$ cat src/mwg_pkg.sv
// constants shared by the word-to-frame gateway and its transmit queue
// assumes a single 125 MHz clock and a pre-decoded request port (no uart or crc here)
package mwg_pkg;
  // word layout
  localparam int WORD_W      = 16;
  localparam int TX_REGS     = 8;   // output words 0x0000..0x0007
  localparam int FRAME_WORDS = 7;   // words handed to the can controller per frame
  localparam int FIFO_DEPTH  = 16;
  localparam int SPEC_SLOTS  = 10;
  localparam int SLOT_WORDS  = 9;
  localparam int SPEC_WORDS  = SPEC_SLOTS * SLOT_WORDS;
  localparam int ID_W        = 29;
  // output word offsets
  localparam logic [15:0] OFS_TX_CONTROL = 16'h0000;
  localparam logic [15:0] OFS_TX_ID_HIGH = 16'h0001;
  localparam logic [15:0] OFS_TX_ID_LOW  = 16'h0002;
  localparam logic [15:0] OFS_TX_PAY_1_2 = 16'h0003;
  localparam logic [15:0] OFS_TX_PAY_3_4 = 16'h0004;
  localparam logic [15:0] OFS_TX_PAY_5_6 = 16'h0005;
  localparam logic [15:0] OFS_TX_PAY_7_8 = 16'h0006;
  localparam logic [15:0] OFS_TX_TRIGGER = 16'h0007;
  localparam logic [15:0] SPEC_BASE      = 16'h0800;
  localparam logic [15:0] TX_WORD_RESET  = 16'h0000;
  // function and exception codes
  localparam logic [7:0] FN_WRITE_SINGLE = 8'h06;
  localparam logic [7:0] FN_READ_INPUT   = 8'h04;
  localparam logic [7:0] EXC_ILL_FUNC    = 8'h01;
  localparam logic [7:0] EXC_ILL_ADDR    = 8'h02;
  localparam logic [7:0] EXC_ILL_VALUE   = 8'h03;
  localparam logic [7:0] EXC_BUSY        = 8'h06;
  // received control word fields
  localparam int CTRL_EXT_BIT = 5;
  localparam int CTRL_RTR_BIT = 4;
  // timestamp tick
  localparam int CLK_MHZ     = 125;
  localparam int TICK_US     = 1;
  localparam int TICK_CYCLES = CLK_MHZ * TICK_US;
endpackage : mwg_pkg

$ cat src/mwg_fifo.sv
// fifo between the frame sequencer and the can controller
// assumes one clock, synchronous active-high reset
`timescale 1ns/1ps
`default_nettype none
module mwg_fifo #(
  parameter int W     = 16,
  parameter int DEPTH = 16
) (
  // clock and reset
  input  wire logic         clk_in,
  input  wire logic         reset_in,
  // fill side
  input  wire logic         in_valid_in,
  input  wire logic [W-1:0] in_data_in,
  output logic              in_ready_out,
  // drain side
  output logic              out_valid_out,
  output logic [W-1:0]      out_data_out,
  input  wire logic         out_ready_in
);
  localparam int AW = $clog2(DEPTH);

  typedef struct packed {
    logic [DEPTH-1:0][W-1:0] mem;
    logic [AW-1:0]           wr;
    logic [AW-1:0]           rd;
    logic [AW:0]             cnt;
    logic                    has_data;
    logic [W-1:0]            head;
  } mwg_fifo_st_t;

  mwg_fifo_st_t st_reg;
  mwg_fifo_st_t st_next;
  logic         push;
  logic         pop;

  // full comes from the registered count; the drain side sees flops only, so it can leave the block directly
  assign in_ready_out  = (st_reg.cnt != (AW+1)'(DEPTH));
  assign out_valid_out = st_reg.has_data;
  assign out_data_out  = st_reg.head;
  assign push          = in_valid_in && in_ready_out;
  assign pop           = out_valid_out && out_ready_in;

  // pointer and count update
  always_comb begin
    st_next = st_reg;
    if (push) begin
      st_next.mem[st_reg.wr] = in_data_in;
      st_next.wr             = st_reg.wr + AW'(1);
    end
    if (pop) begin
      st_next.rd = st_reg.rd + AW'(1);
    end
    if (push && !pop) begin
      st_next.cnt = st_reg.cnt + (AW+1)'(1);
    end else if (pop && !push) begin
      st_next.cnt = st_reg.cnt - (AW+1)'(1);
    end
    // registered copies of empty and head word, taken from the next state
    st_next.has_data = (st_next.cnt != '0);
    st_next.head     = st_next.mem[st_next.rd];
  end

  // state register
  always_ff @(posedge clk_in) begin
    if (reset_in) begin
      st_reg <= '0;
    end else begin
      st_reg <= st_next;
    end
  end
endmodule : mwg_fifo
`default_nettype wire

$ cat src/mwg_gateway.sv
// word-register to can frame gateway: output words, transmit queue, specific-message field
// assumes requests arrive decoded (function, address, value or count); can controller outside
// What this block does
// - word 4 holds payload bytes three and four, written singly.
// - word 5 holds payload bytes five and six, written singly.
// - word 6 holds payload bytes seven and eight, written singly.
// - a write to word 7 while no frame is being queued queues the stored words as a frame.
// - rewriting word 7 resends using the stored words unchanged.
// - received identifiers matching the ten-entry list are stored in the field.
// - a matching frame overwrites its slot, keeping the latest.
// - function 04 returns the specific-message field contents.
// - busy exception on transmit overrun or reading an empty slot.
`timescale 1ns/1ps
`default_nettype none
module mwg_gateway
  import mwg_pkg::*;
(
  // clock and reset
  input  wire logic                        clk_in,
  input  wire logic                        reset_in,
  // decoded request
  input  wire logic                        req_valid_in,
  input  wire logic [7:0]                  req_func_in,
  input  wire logic [15:0]                 req_addr_in,
  input  wire logic [15:0]                 req_data_in,
  output logic                             req_ready_out,
  // answer
  output logic                             resp_valid_out,
  output logic                             resp_exc_out,
  output logic                             resp_last_out,
  output logic [15:0]                      resp_data_out,
  // frames toward the can controller
  output logic                             can_tx_valid_out,
  output logic [WORD_W-1:0]                can_tx_data_out,
  input  wire logic                        can_tx_ready_in,
  // received frames
  input  wire logic                        can_rx_valid_in,
  input  wire logic [ID_W-1:0]             can_rx_id_in,
  input  wire logic                        can_rx_ext_in,
  input  wire logic                        can_rx_rtr_in,
  input  wire logic [3:0]                  can_rx_dlc_in,
  input  wire logic [63:0]                 can_rx_data_in,
  // specific identifier list
  input  wire logic [SPEC_SLOTS-1:0]       id_list_en_in,
  input  wire logic [SPEC_SLOTS-1:0]       id_list_ext_in,
  input  wire logic [SPEC_SLOTS*ID_W-1:0]  id_list_in
);
  typedef enum logic [0:0] {
    MWG_IDLE = 1'b0,
    MWG_READ = 1'b1
  } mwg_mode_t;

  typedef struct packed {
    mwg_mode_t                                  mode;
    logic [TX_REGS-1:0][WORD_W-1:0]             tx_words;
    logic                                       push_busy;
    logic [2:0]                                 push_idx;
    logic                                       req_ready;
    logic                                       resp_valid;
    logic                                       resp_exc;
    logic                                       resp_last;
    logic [15:0]                                resp_data;
    logic [3:0]                                 rd_slot;
    logic [3:0]                                 rd_word;
    logic [6:0]                                 rd_left;
    logic [SPEC_SLOTS-1:0]                      slot_valid;
    logic [SPEC_SLOTS-1:0][SLOT_WORDS-1:0][15:0] slot_words;
    logic [7:0]                                 tick_div;
    logic [31:0]                                stamp;
  } mwg_st_t;

  mwg_st_t               st_reg;
  mwg_st_t               st_next;
  logic [SPEC_SLOTS-1:0] rx_hit;
  logic                  fifo_ready;
  logic                  take;
  logic                  count_ok;
  logic                  slot_empty;

  assign take = req_valid_in && st_reg.req_ready;

  // identifier compare, one comparator per list entry
  generate
    for (genvar g = 0; g < SPEC_SLOTS; g++) begin : g_match
      assign rx_hit[g] = can_rx_valid_in && id_list_en_in[g] && (id_list_ext_in[g] == can_rx_ext_in)
                         && (id_list_in[g*ID_W +: ID_W] == can_rx_id_in);
    end
  endgenerate

  // count must be a nonzero multiple of nine, at most ninety; every slot covered must hold a frame
  always_comb begin
    count_ok   = 1'b0;
    slot_empty = 1'b0;
    for (int k = 1; k <= SPEC_SLOTS; k++) begin
      if (req_data_in == 16'(k * SLOT_WORDS)) count_ok = 1'b1;
    end
    for (int k = 0; k < SPEC_SLOTS; k++) begin
      if ((16'(k * SLOT_WORDS) < req_data_in) && !st_reg.slot_valid[k]) slot_empty = 1'b1;
    end
  end

  // request handling, sequencer, receive capture and timestamp
  always_comb begin
    st_next            = st_reg;
    st_next.resp_valid = 1'b0;
    st_next.resp_exc   = 1'b0;
    st_next.resp_last  = 1'b0;
    // microsecond timestamp from a one-cycle tick enable
    if (st_reg.tick_div == 8'(TICK_CYCLES - 1)) begin
      st_next.tick_div = 8'h00;
      st_next.stamp    = st_reg.stamp + 32'h0000_0001;
    end else begin
      st_next.tick_div = st_reg.tick_div + 8'h01;
    end
    // sequencer walks words 0..6 into the queue, stalling on a full queue
    if (st_reg.push_busy && fifo_ready) begin
      if (st_reg.push_idx == 3'(FRAME_WORDS - 1)) begin
        st_next.push_busy = 1'b0;
      end
      st_next.push_idx = st_reg.push_idx + 3'h1;
    end
    unique case (st_reg.mode)
      MWG_IDLE: begin
        if (take) begin
          st_next.resp_valid = 1'b1;
          st_next.resp_last  = 1'b1;
          st_next.resp_data  = req_data_in;
          if (req_func_in == FN_WRITE_SINGLE) begin
            if (req_addr_in > OFS_TX_TRIGGER) begin
              st_next.resp_exc  = 1'b1;
              st_next.resp_data = {8'h00, EXC_ILL_ADDR};
            end else if (req_addr_in == OFS_TX_TRIGGER) begin
              // the written value is not kept; stored words are reused for a resend
              if (st_reg.push_busy) begin
                st_next.resp_exc  = 1'b1;
                st_next.resp_data = {8'h00, EXC_BUSY};
              end else begin
                st_next.push_busy = 1'b1;
                st_next.push_idx  = 3'h0;
              end
            end else begin
              // payload words are stored as written: upper byte is the earlier payload byte
              st_next.tx_words[req_addr_in[2:0]] = req_data_in;
            end
          end else if (req_func_in == FN_READ_INPUT) begin
            if (req_addr_in != SPEC_BASE) begin
              st_next.resp_exc  = 1'b1;
              st_next.resp_data = {8'h00, EXC_ILL_ADDR};
            end else if (!count_ok) begin
              st_next.resp_exc  = 1'b1;
              st_next.resp_data = {8'h00, EXC_ILL_VALUE};
            end else if (slot_empty) begin
              st_next.resp_exc  = 1'b1;
              st_next.resp_data = {8'h00, EXC_BUSY};
            end else begin
              // first word goes out now, the rest one per cycle
              st_next.resp_data = st_reg.slot_words[0][0];
              st_next.resp_last = (req_data_in == 16'(1));
              st_next.rd_slot   = 4'h0;
              st_next.rd_word   = 4'h1;
              st_next.rd_left   = 7'(req_data_in - 16'h0001);
              st_next.mode      = MWG_READ;
              st_next.req_ready = 1'b0;
            end
          end else begin
            st_next.resp_exc  = 1'b1;
            st_next.resp_data = {8'h00, EXC_ILL_FUNC};
          end
        end
      end
      MWG_READ: begin
        st_next.resp_valid = 1'b1;
        st_next.resp_data  = st_reg.slot_words[st_reg.rd_slot][st_reg.rd_word];
        st_next.rd_left    = st_reg.rd_left - 7'h01;
        if (st_reg.rd_word == 4'(SLOT_WORDS - 1)) begin
          st_next.rd_word = 4'h0;
          st_next.rd_slot = st_reg.rd_slot + 4'h1;
        end else begin
          st_next.rd_word = st_reg.rd_word + 4'h1;
        end
        if (st_reg.rd_left == 7'h01) begin
          st_next.resp_last = 1'b1;
          st_next.mode      = MWG_IDLE;
          st_next.req_ready = 1'b1;
        end
      end
    endcase
    // a new match always overwrites the slot so the latest frame is kept
    for (int s = 0; s < SPEC_SLOTS; s++) begin
      if (rx_hit[s]) begin
        st_next.slot_valid[s]    = 1'b1;
        st_next.slot_words[s][0] = {10'h000, can_rx_ext_in, can_rx_rtr_in, can_rx_dlc_in};
        st_next.slot_words[s][1] = {3'h0, can_rx_id_in[28:16]};
        st_next.slot_words[s][2] = can_rx_id_in[15:0];
        st_next.slot_words[s][3] = can_rx_data_in[63:48];
        st_next.slot_words[s][4] = can_rx_data_in[47:32];
        st_next.slot_words[s][5] = can_rx_data_in[31:16];
        st_next.slot_words[s][6] = can_rx_data_in[15:0];
        st_next.slot_words[s][7] = st_reg.stamp[31:16];
        st_next.slot_words[s][8] = st_reg.stamp[15:0];
      end
    end
  end

  // state register
  always_ff @(posedge clk_in) begin
    if (reset_in) begin
      st_reg           <= '0;
      st_reg.mode      <= MWG_IDLE;
      st_reg.req_ready <= 1'b1;
    end else begin
      st_reg <= st_next;
    end
  end

  assign req_ready_out  = st_reg.req_ready;
  assign resp_valid_out = st_reg.resp_valid;
  assign resp_exc_out   = st_reg.resp_exc;
  assign resp_last_out  = st_reg.resp_last;
  assign resp_data_out  = st_reg.resp_data;

  // transmit queue; its ready stalls the sequencer
  mwg_fifo #(
    .W     (WORD_W),
    .DEPTH (FIFO_DEPTH)
  ) u_tx_fifo (
    .clk_in        (clk_in),
    .reset_in      (reset_in),
    .in_valid_in   (st_reg.push_busy),
    .in_data_in    (st_reg.tx_words[st_reg.push_idx]),
    .in_ready_out  (fifo_ready),
    .out_valid_out (can_tx_valid_out),
    .out_data_out  (can_tx_data_out),
    .out_ready_in  (can_tx_ready_in)
  );
endmodule : mwg_gateway
`default_nettype wire

$ cat config.mk
export PLATFORM = sky130hd
export DESIGN_NAME = mwg_gateway
export DESIGN_NICKNAME = d
export VERILOG_FILES = /design/src/mwg_pkg.sv /design/src/mwg_fifo.sv /design/src/mwg_gateway.sv
export SDC_FILE = /design/constraint.sdc
export NUM_CORES = 2
export LEC_CHECK = 0
export ABC_AREA = 1
export BUFFER_PORTS_ARGS = -buffer_cell sky130_fd_sc_hd__buf_4
export CORE_ASPECT_RATIO = 1.2
export CORE_MARGIN = 8
export CORE_UTILIZATION = 45
export DETAILED_ROUTE_END_ITERATION = 8
export PLACE_DENSITY = 0.71
export SLEW_MARGIN = 40
export SYNTH_ARGS = -nofsm -noshare
export SYNTH_HDL_FRONTEND = slang
export SYNTH_SLANG_ARGS = --single-unit
$ cat constraint.sdc
create_clock -name clk_in -period 2.5 [get_ports clk_in]
set_input_delay 0.5 -clock clk_in [delete_from_list [all_inputs] [get_ports clk_in]]
set_output_delay 0.5 -clock clk_in [all_outputs]
set_load 0.005 [all_outputs]
== After elaboration in Yosys (flattened, before gate mapping) ==
Cells that the tools add are included.

* Bitwise gates (word level): 4
* Equality and inequality tests: 48
* Reduce and logical (&&, ||, !) cells: 66
* Muxes and demuxes: 91
* Add/subtract/negate cells: 11
* Div/mod/pow operators: 0
* Multiply operators: 0
* Shift operators: 0
* Magnitude comparators: 19

{| class="wikitable"
|+ Operators by type and width
! cell !! number
|-
| 144-bit binary-select mux with 4-bit select || 1
|-
| 29-bit == test || 10
|-
| 132-bit 2-to-1 mux || 2
|-
| 260-bit 2-to-1 mux || 1
|-
| 256-bit bitwise mux || 1
|-
| 168-bit 2-to-1 mux || 1
|-
| 16-bit 2-to-1 mux || 10
|-
| 144-bit 2-to-1 mux || 1
|-
| 16-bit binary-select mux with 4-bit select || 2
|-
| 128-bit bitwise mux || 1
|-
| 128-bit 2-to-1 mux || 1
|-
| 15-bit 2-to-1 mux || 5
|-
| 16-bit demux with 4-bit select || 1
|-
| 16-bit by 6-bit == test with 1-bit output, second input constant || 4
|-
| 6-bit by 16-bit < comparator with 1-bit output, first input constant || 4
|-
| 32-bit one-hot mux with 2 select lines || 1
|-
| 16-bit binary-select mux with 3-bit select || 1
|-
| 16-bit demux with 3-bit select || 1
|-
| 16-bit by 7-bit == test with 1-bit output, second input constant || 3
|-
| 1-bit logical AND || 47
|-
| 1-bit 2-to-1 mux || 47
|-
| 32-bit by 1-bit adder with 32-bit output, second input constant || 1
|-
| 16-bit by 5-bit == test with 1-bit output, second input constant || 2
|-
| 5-bit by 16-bit < comparator with 1-bit output, first input constant || 2
|-
| 40 further kinds || 89
|}

* Register bits: 1814
* Output and inout port bits: 37
* Bits in writable memories: 0
* Memories kept: 0
* Word-level logic and storage cells: 381
* Memory bits (read-only): 0
* Bits of input ports: 454
* Latch bits: 0

== Longest topological paths before layout ==
* Depth in word-level cells: 19
* Mapped depth: 22
* Depth with buffers taken out: 19

== Cells and area by module ==
Synthesis repeated with hierarchy kept, for this count alone.

* Cells, all modules: 12875
* Area total of the unflattened synthesis: 87642.8 µm²

{| class="wikitable"
|+ By module, submodules not included
! module !! cells each !! sequential area each (µm²) !! times used !! area each (µm²)
|-
| mwg_gateway || 10333 || 30589.3 || 1 || 71757.6
|-
| mwg_fifo || 2542 || 5725.5 || 1 || 15885.2
|}

== Worst setup path before layout ==
No wires, ideal clock.

* Kind: reg-to-reg
* From: register u_tx_fifo.st_reg[17] (netlist name)
* To: register u_tx_fifo.st_reg, in the netlist u_tx_fifo.out_data_out[10]
* Cell stages (with the launch flop): 19
* Library setup time: 0.132 ns
* Data arrival time: 2.175 ns
* Data required time: 2.368 ns
* Setup slack: 0.193 ns
* Path buffers: 2
* Period minus slack after synthesis: 2.307 ns
* Cell sequence: dfxtp_1 -> inv_1 -> ha_1 -> inv_1 -> nor3_2 -> nand2_1 -> nand2_1 -> buf_4 -> nor2_4 -> nand2_1 -> nor2_2 -> inv_1 -> buf_2 -> nand2_1 -> nand3_1 -> nand3_1 -> nand3_1 -> nand3_1 -> a21oi_1

* Cells in the longest elaborated chain, start to end: 5

{| class="wikitable"
|+ Ends and longest elaborated chain
! element !! line !! source
|-
| start: declaration || mwg_fifo.sv:32 || <nowiki>mwg_fifo_st_t st_reg;</nowiki>
|-
| start signal: assignment || mwg_fifo.sv:69 || <nowiki>st_reg <= st_next;</nowiki>
|-
| 5-bit != test || mwg_fifo.sv:38 || <nowiki>assign in_ready_out = (st_reg.cnt != (AW+1)'(DEPTH));</nowiki>
|-
| 1-bit logical AND || mwg_fifo.sv:41 || <nowiki>assign push = in_valid_in && in_ready_out;</nowiki>
|-
| 260-bit 2-to-1 mux || mwg_fifo.sv:47 || <nowiki>if (push) begin</nowiki>
|-
| 16-bit binary-select mux with 4-bit select || mwg_fifo.sv:61 || <nowiki>st_next.head = st_next.mem[st_next.rd];</nowiki>
|-
| 16-bit 2-to-1 mux (not written as such) || mwg_fifo.sv:61 ||
|}

No other way between the ends. The select of a mux whose other input is x is not followed.
A chain may end at the register's enable or synchronous reset.

== Worst setup path in the final report ==
* From: register st_reg[1502] (netlist name)
* To: register st_reg, in the netlist resp_data_out[15]

* Cells in the longest elaborated chain, start to end: 5

{| class="wikitable"
|+ Ends and longest elaborated chain
! element !! line !! source
|-
| start: declaration || mwg_gateway.sv:72 || <nowiki>mwg_st_t st_reg;</nowiki>
|-
| start signal: assignment || mwg_gateway.sv:212 || <nowiki>st_reg <= st_next;</nowiki>
|-
| 144-bit binary-select mux with 4-bit select || mwg_gateway.sv:173 || <nowiki>st_next.resp_data = st_reg.slot_words[st_reg.rd_slot][st_reg.rd_word];</nowiki>
|-
| 144-bit 2-to-1 mux (not written as such) || mwg_gateway.sv:173 ||
|-
| 16-bit binary-select mux with 4-bit select || mwg_gateway.sv:173 ||
|-
| 16-bit 2-to-1 mux (not written as such) || mwg_gateway.sv:173 ||
|-
| 32-bit one-hot mux with 2 select lines || mwg_gateway.sv:122 || <nowiki>unique case (st_reg.mode)</nowiki>
|}

No other way between the ends. The select of a mux whose other input is x is not followed.

==> flow_metrics.tcl <==
set metrics [dict create \
    fp.dieH_um 493.7 \
    antenna_found_initial 18 \
    period_share_pct 104.3 \
    yosysWarnings 0 \
    drt-initial-drc-count 10340 \
    p_int_mw 48.16 \
    drc 0 \
    comb_power_share_pct 10.1 \
    switching_power_mw 16.08 \
    path_max_fanout 7 \
    r2r_start "st_reg[1502]" \
    initial_core_util_pct 45.24 \
    synth_edf_count 0 \
    hpwl_um 230200 \
    die-area_sq_um 204500 \
    fin_util_pct 57.24 \
    drv_slew 0 \
    path_class "reg -> reg" \
    clock_skew_ns 0.03698 \
    period_needed_ns 2.608 \
    fp.coreArea_sq_um 189200 \
    vias 90220 \
    grt_setup_unrepaired "yes" \
    end_kind "flop" \
    synthCells 12530 \
    pwr-share-clk_pct 44.6 \
    hold_ws_ns 0.07708 \
    syn_to_final_growth_pct 26.51 \
    swShare_pct 25.03 \
    relSlewSlack_pct 43.87 \
    cp_data_required_time_ns 3.26 \
    num_rows 175 \
    grt_start_max_net_pins 106 \
    syn_area_sq_um 85590 \
    vias_per_cell 5.653 \
    hold_path_startpoint "reset_in" \
    wire_per_inst_um 21.25 \
    clk_latency_ns 0.86 \
    grt_pass1_wl_um 499800 \
    root_buffer "clkbuf_16" \
    worstSetupStartpointType "flop" \
    critPathLaunch "st_reg[1502]" \
    track_usage_pct 30.68 \
    place_congestion 1.005 \
    ys.flop_type "dfxtp_1" \
    final_cells 15960 \
    mostFrequentLayoutCells "nand2_1 (2337), dfxtp_1 (1807), a21oi_1 (1579)" \
    clkSinkCount 1814 \
    num_io_pins 491 \
    status "finished, violations left" \
    ctsHtreeMaxLevel 4 \
    final_area_sq_um 108300 \
    power.leakage_nw 43.88 \
    async_reset_ff_share_pct 0 \
    yosysUniqueCellTypes 53 \
    largest_reg_flops 1380 \
    clock_path_buffers 3 \
    synth.avg_cell_area_sq_um 6.832 \
    finalWirelength_um 339200 \
    ir_drop_uv 742.4 \
    layout-drive-gt1-share_pct 17.17 \
    fmax_mhz 383.4 \
    antenna_left 0 \
    cts_inserted_buffers 185 \
    die-width_um 414.1 \
    hold_class "in -> reg" \
    nFillCells 17310 \
    p_seq_share_pct 45.3 \
    grt_overflow 0 \
    setup_ws_ns -0.1084 \
    synth_fp_nets 13000 \
    clkTransAtPathRegs_ns 0.06 \
    finalSetupTns_ns -0.5596 \
    final_common_cell "nand2_1" \
    hold_violations 0 \
    worstMarginPinSlew_ns 0.8419 \
    synth_seq_cells 1814 \
    ys_seq_area_share_pct 42.43 \
    nets 13790 \
    setup_viol 10 \
    cts_tree "done" \
    dp.cells 15460 \
    power_density_nw_per_um2 593.3 \
    first_pass_iters 8 \
    first_global_vias 82950 \
    drv_cap 0 \
    post_dp_cell_area_sq_um 98350 \
    arrival_ns 3.36 \
    violations "negative setup slack" \
    io_buffers 490 \
]
-- synthesized netlist by cell type (4+ instances only) --
cell	instances	area share, %
clkinv_1	7	0.031
dfxtp_1	1814	42
a21boi_0	6	0.053
inv_2	38	0.17
nor2_1	1240	5.4
inv_1	1040	4.6
nor4_1	38	0.28
a31oi_1	7	0.051
nand2_1	2446	11
a211oi_1	130	1.1
o2111ai_1	20	0.20
xnor2_1	71	0.73
o21a_1	4	0.035
a22oi_1	13	0.11
a21oi_1	1618	9.5
nand4_1	53	0.39
o21ai_0	1624	9.5
buf_2	269	1.6
nor2_2	7	0.051
a221o_1	4	0.047
nor3b_1	9	0.079
nand2_2	5	0.037
o22ai_1	24	0.18
buf_6	33	0.43
nand3b_1	6	0.053
xor2_1	89	0.91
nor3_2	31	0.36
and3_1	5	0.037
a22o_1	7	0.072
buf_4	67	0.59
ha_1	21	0.31
nand3_1	677	4.0
o21ai_1	109	0.64
o211ai_1	128	1.1
buf_1	54	0.24
or2_2	37	0.27
clkbuf_1	626	2.7
nor3_1	130	0.76
-- final cells by class --
class	count	area (sq um)	share of cell area [%]
inverters	1085	4163	3.844
well taps	2478	3100	2.863
diodes	12	30.03	0.02773
repair buffers	1649	16540	15.28
clock inverters	54	610.6	0.5639
multi-input cells	8579	41820	38.62
repair inverters	1	30.03	0.02773
clock buffers	287	5657	5.224
flip-flops and latches	1814	36330	33.55
-- power groups by stage --
stage	sequential (mW)	combinational (mW)	clock, mW
after floorplan	29.7	3.34	0
after detailed placement	29.7	6.14	0
after global routing	29.1	6.98	30.0
after global placement	29.7	6.11	0
after CTS	29.1	6.29	28.8
final	29.1	6.50	28.7
-- path summary, 6_finish.rpt --
check	to	slack, ns	cells after the start
worst max register to register	resp_data_out[15]	-0.11	15
worst min-delay path	u_tx_fifo.st_reg[67]	0.08	2
worst min register to register	flop	0.42	2
worst max-delay path	resp_data_out[15]	-0.11	15
-- repair_timing --
action | 4_1_cts | 5_1_grt
hold endpoints to repair | 361 | 0
setup buffers | 15 | 39
gates cloned | 11 | 19
endpoints found under the setup margin | 34 | 39
pin swaps | 36 | 116
hold buffers | 70 | 0
resized for setup | 183 | 412
-- cells by family (layout without fill, tap and decap cells) --
logic type,after synthesis,count (layout),synth area share (%)
adders and majority gates,21,21,0.3070
and+or+nand+nor,4693,4693,22.55
AOI/OAI and AO/OA,3705,3705,22.74
other,0,12,0
buffers and inverters,2134,3076,10.34
xor gates and xnor gates,160,160,1.637
DFF,1814,1814,42.43
-- per-stage QoR --
| stage | setup WS, ns | total power [mW] |
|---|---|---|
| global placement | -0.4243 | 35.83 |
| detailed placement | -0.2732 | 35.86 |
| floorplan | 0.1929 | 33.05 |
| finish | -0.1084 | 64.25 |
| CTS | -0.02521 | 64.19 |
| global route | -0.1413 | 66.07 |
-- worst max-delay path, stage by stage, from the launching register on --
cell,delay (ns)
dfxtp_4,0.42
buf_6,0.18
buf_4,0.19
buf_4,0.17
a21oi_1,0.13
o21ai_0,0.14
a21oi_1,0.31
o21ai_1,0.13
nand3_1,0.11
nand2_2,0.07
nand2_4,0.10
nand2_1,0.07
nand2_2,0.11
nand2_2,0.08
buf_12,0.15
a21oi_1,0.11
-- layer usage --
metal / vias up / track usage [%] / wire length, um
met4: 14 / 18.04 / 22760
li1: 42700 / - / -
met3: 1058 / 5.107 / 30460
met2: 4778 / 50.11 / 154800
met1: 41670 / 38.19 / 131100
met5: - / 0 / 83
Note: power is estimated with default switching activity, not from simulation.
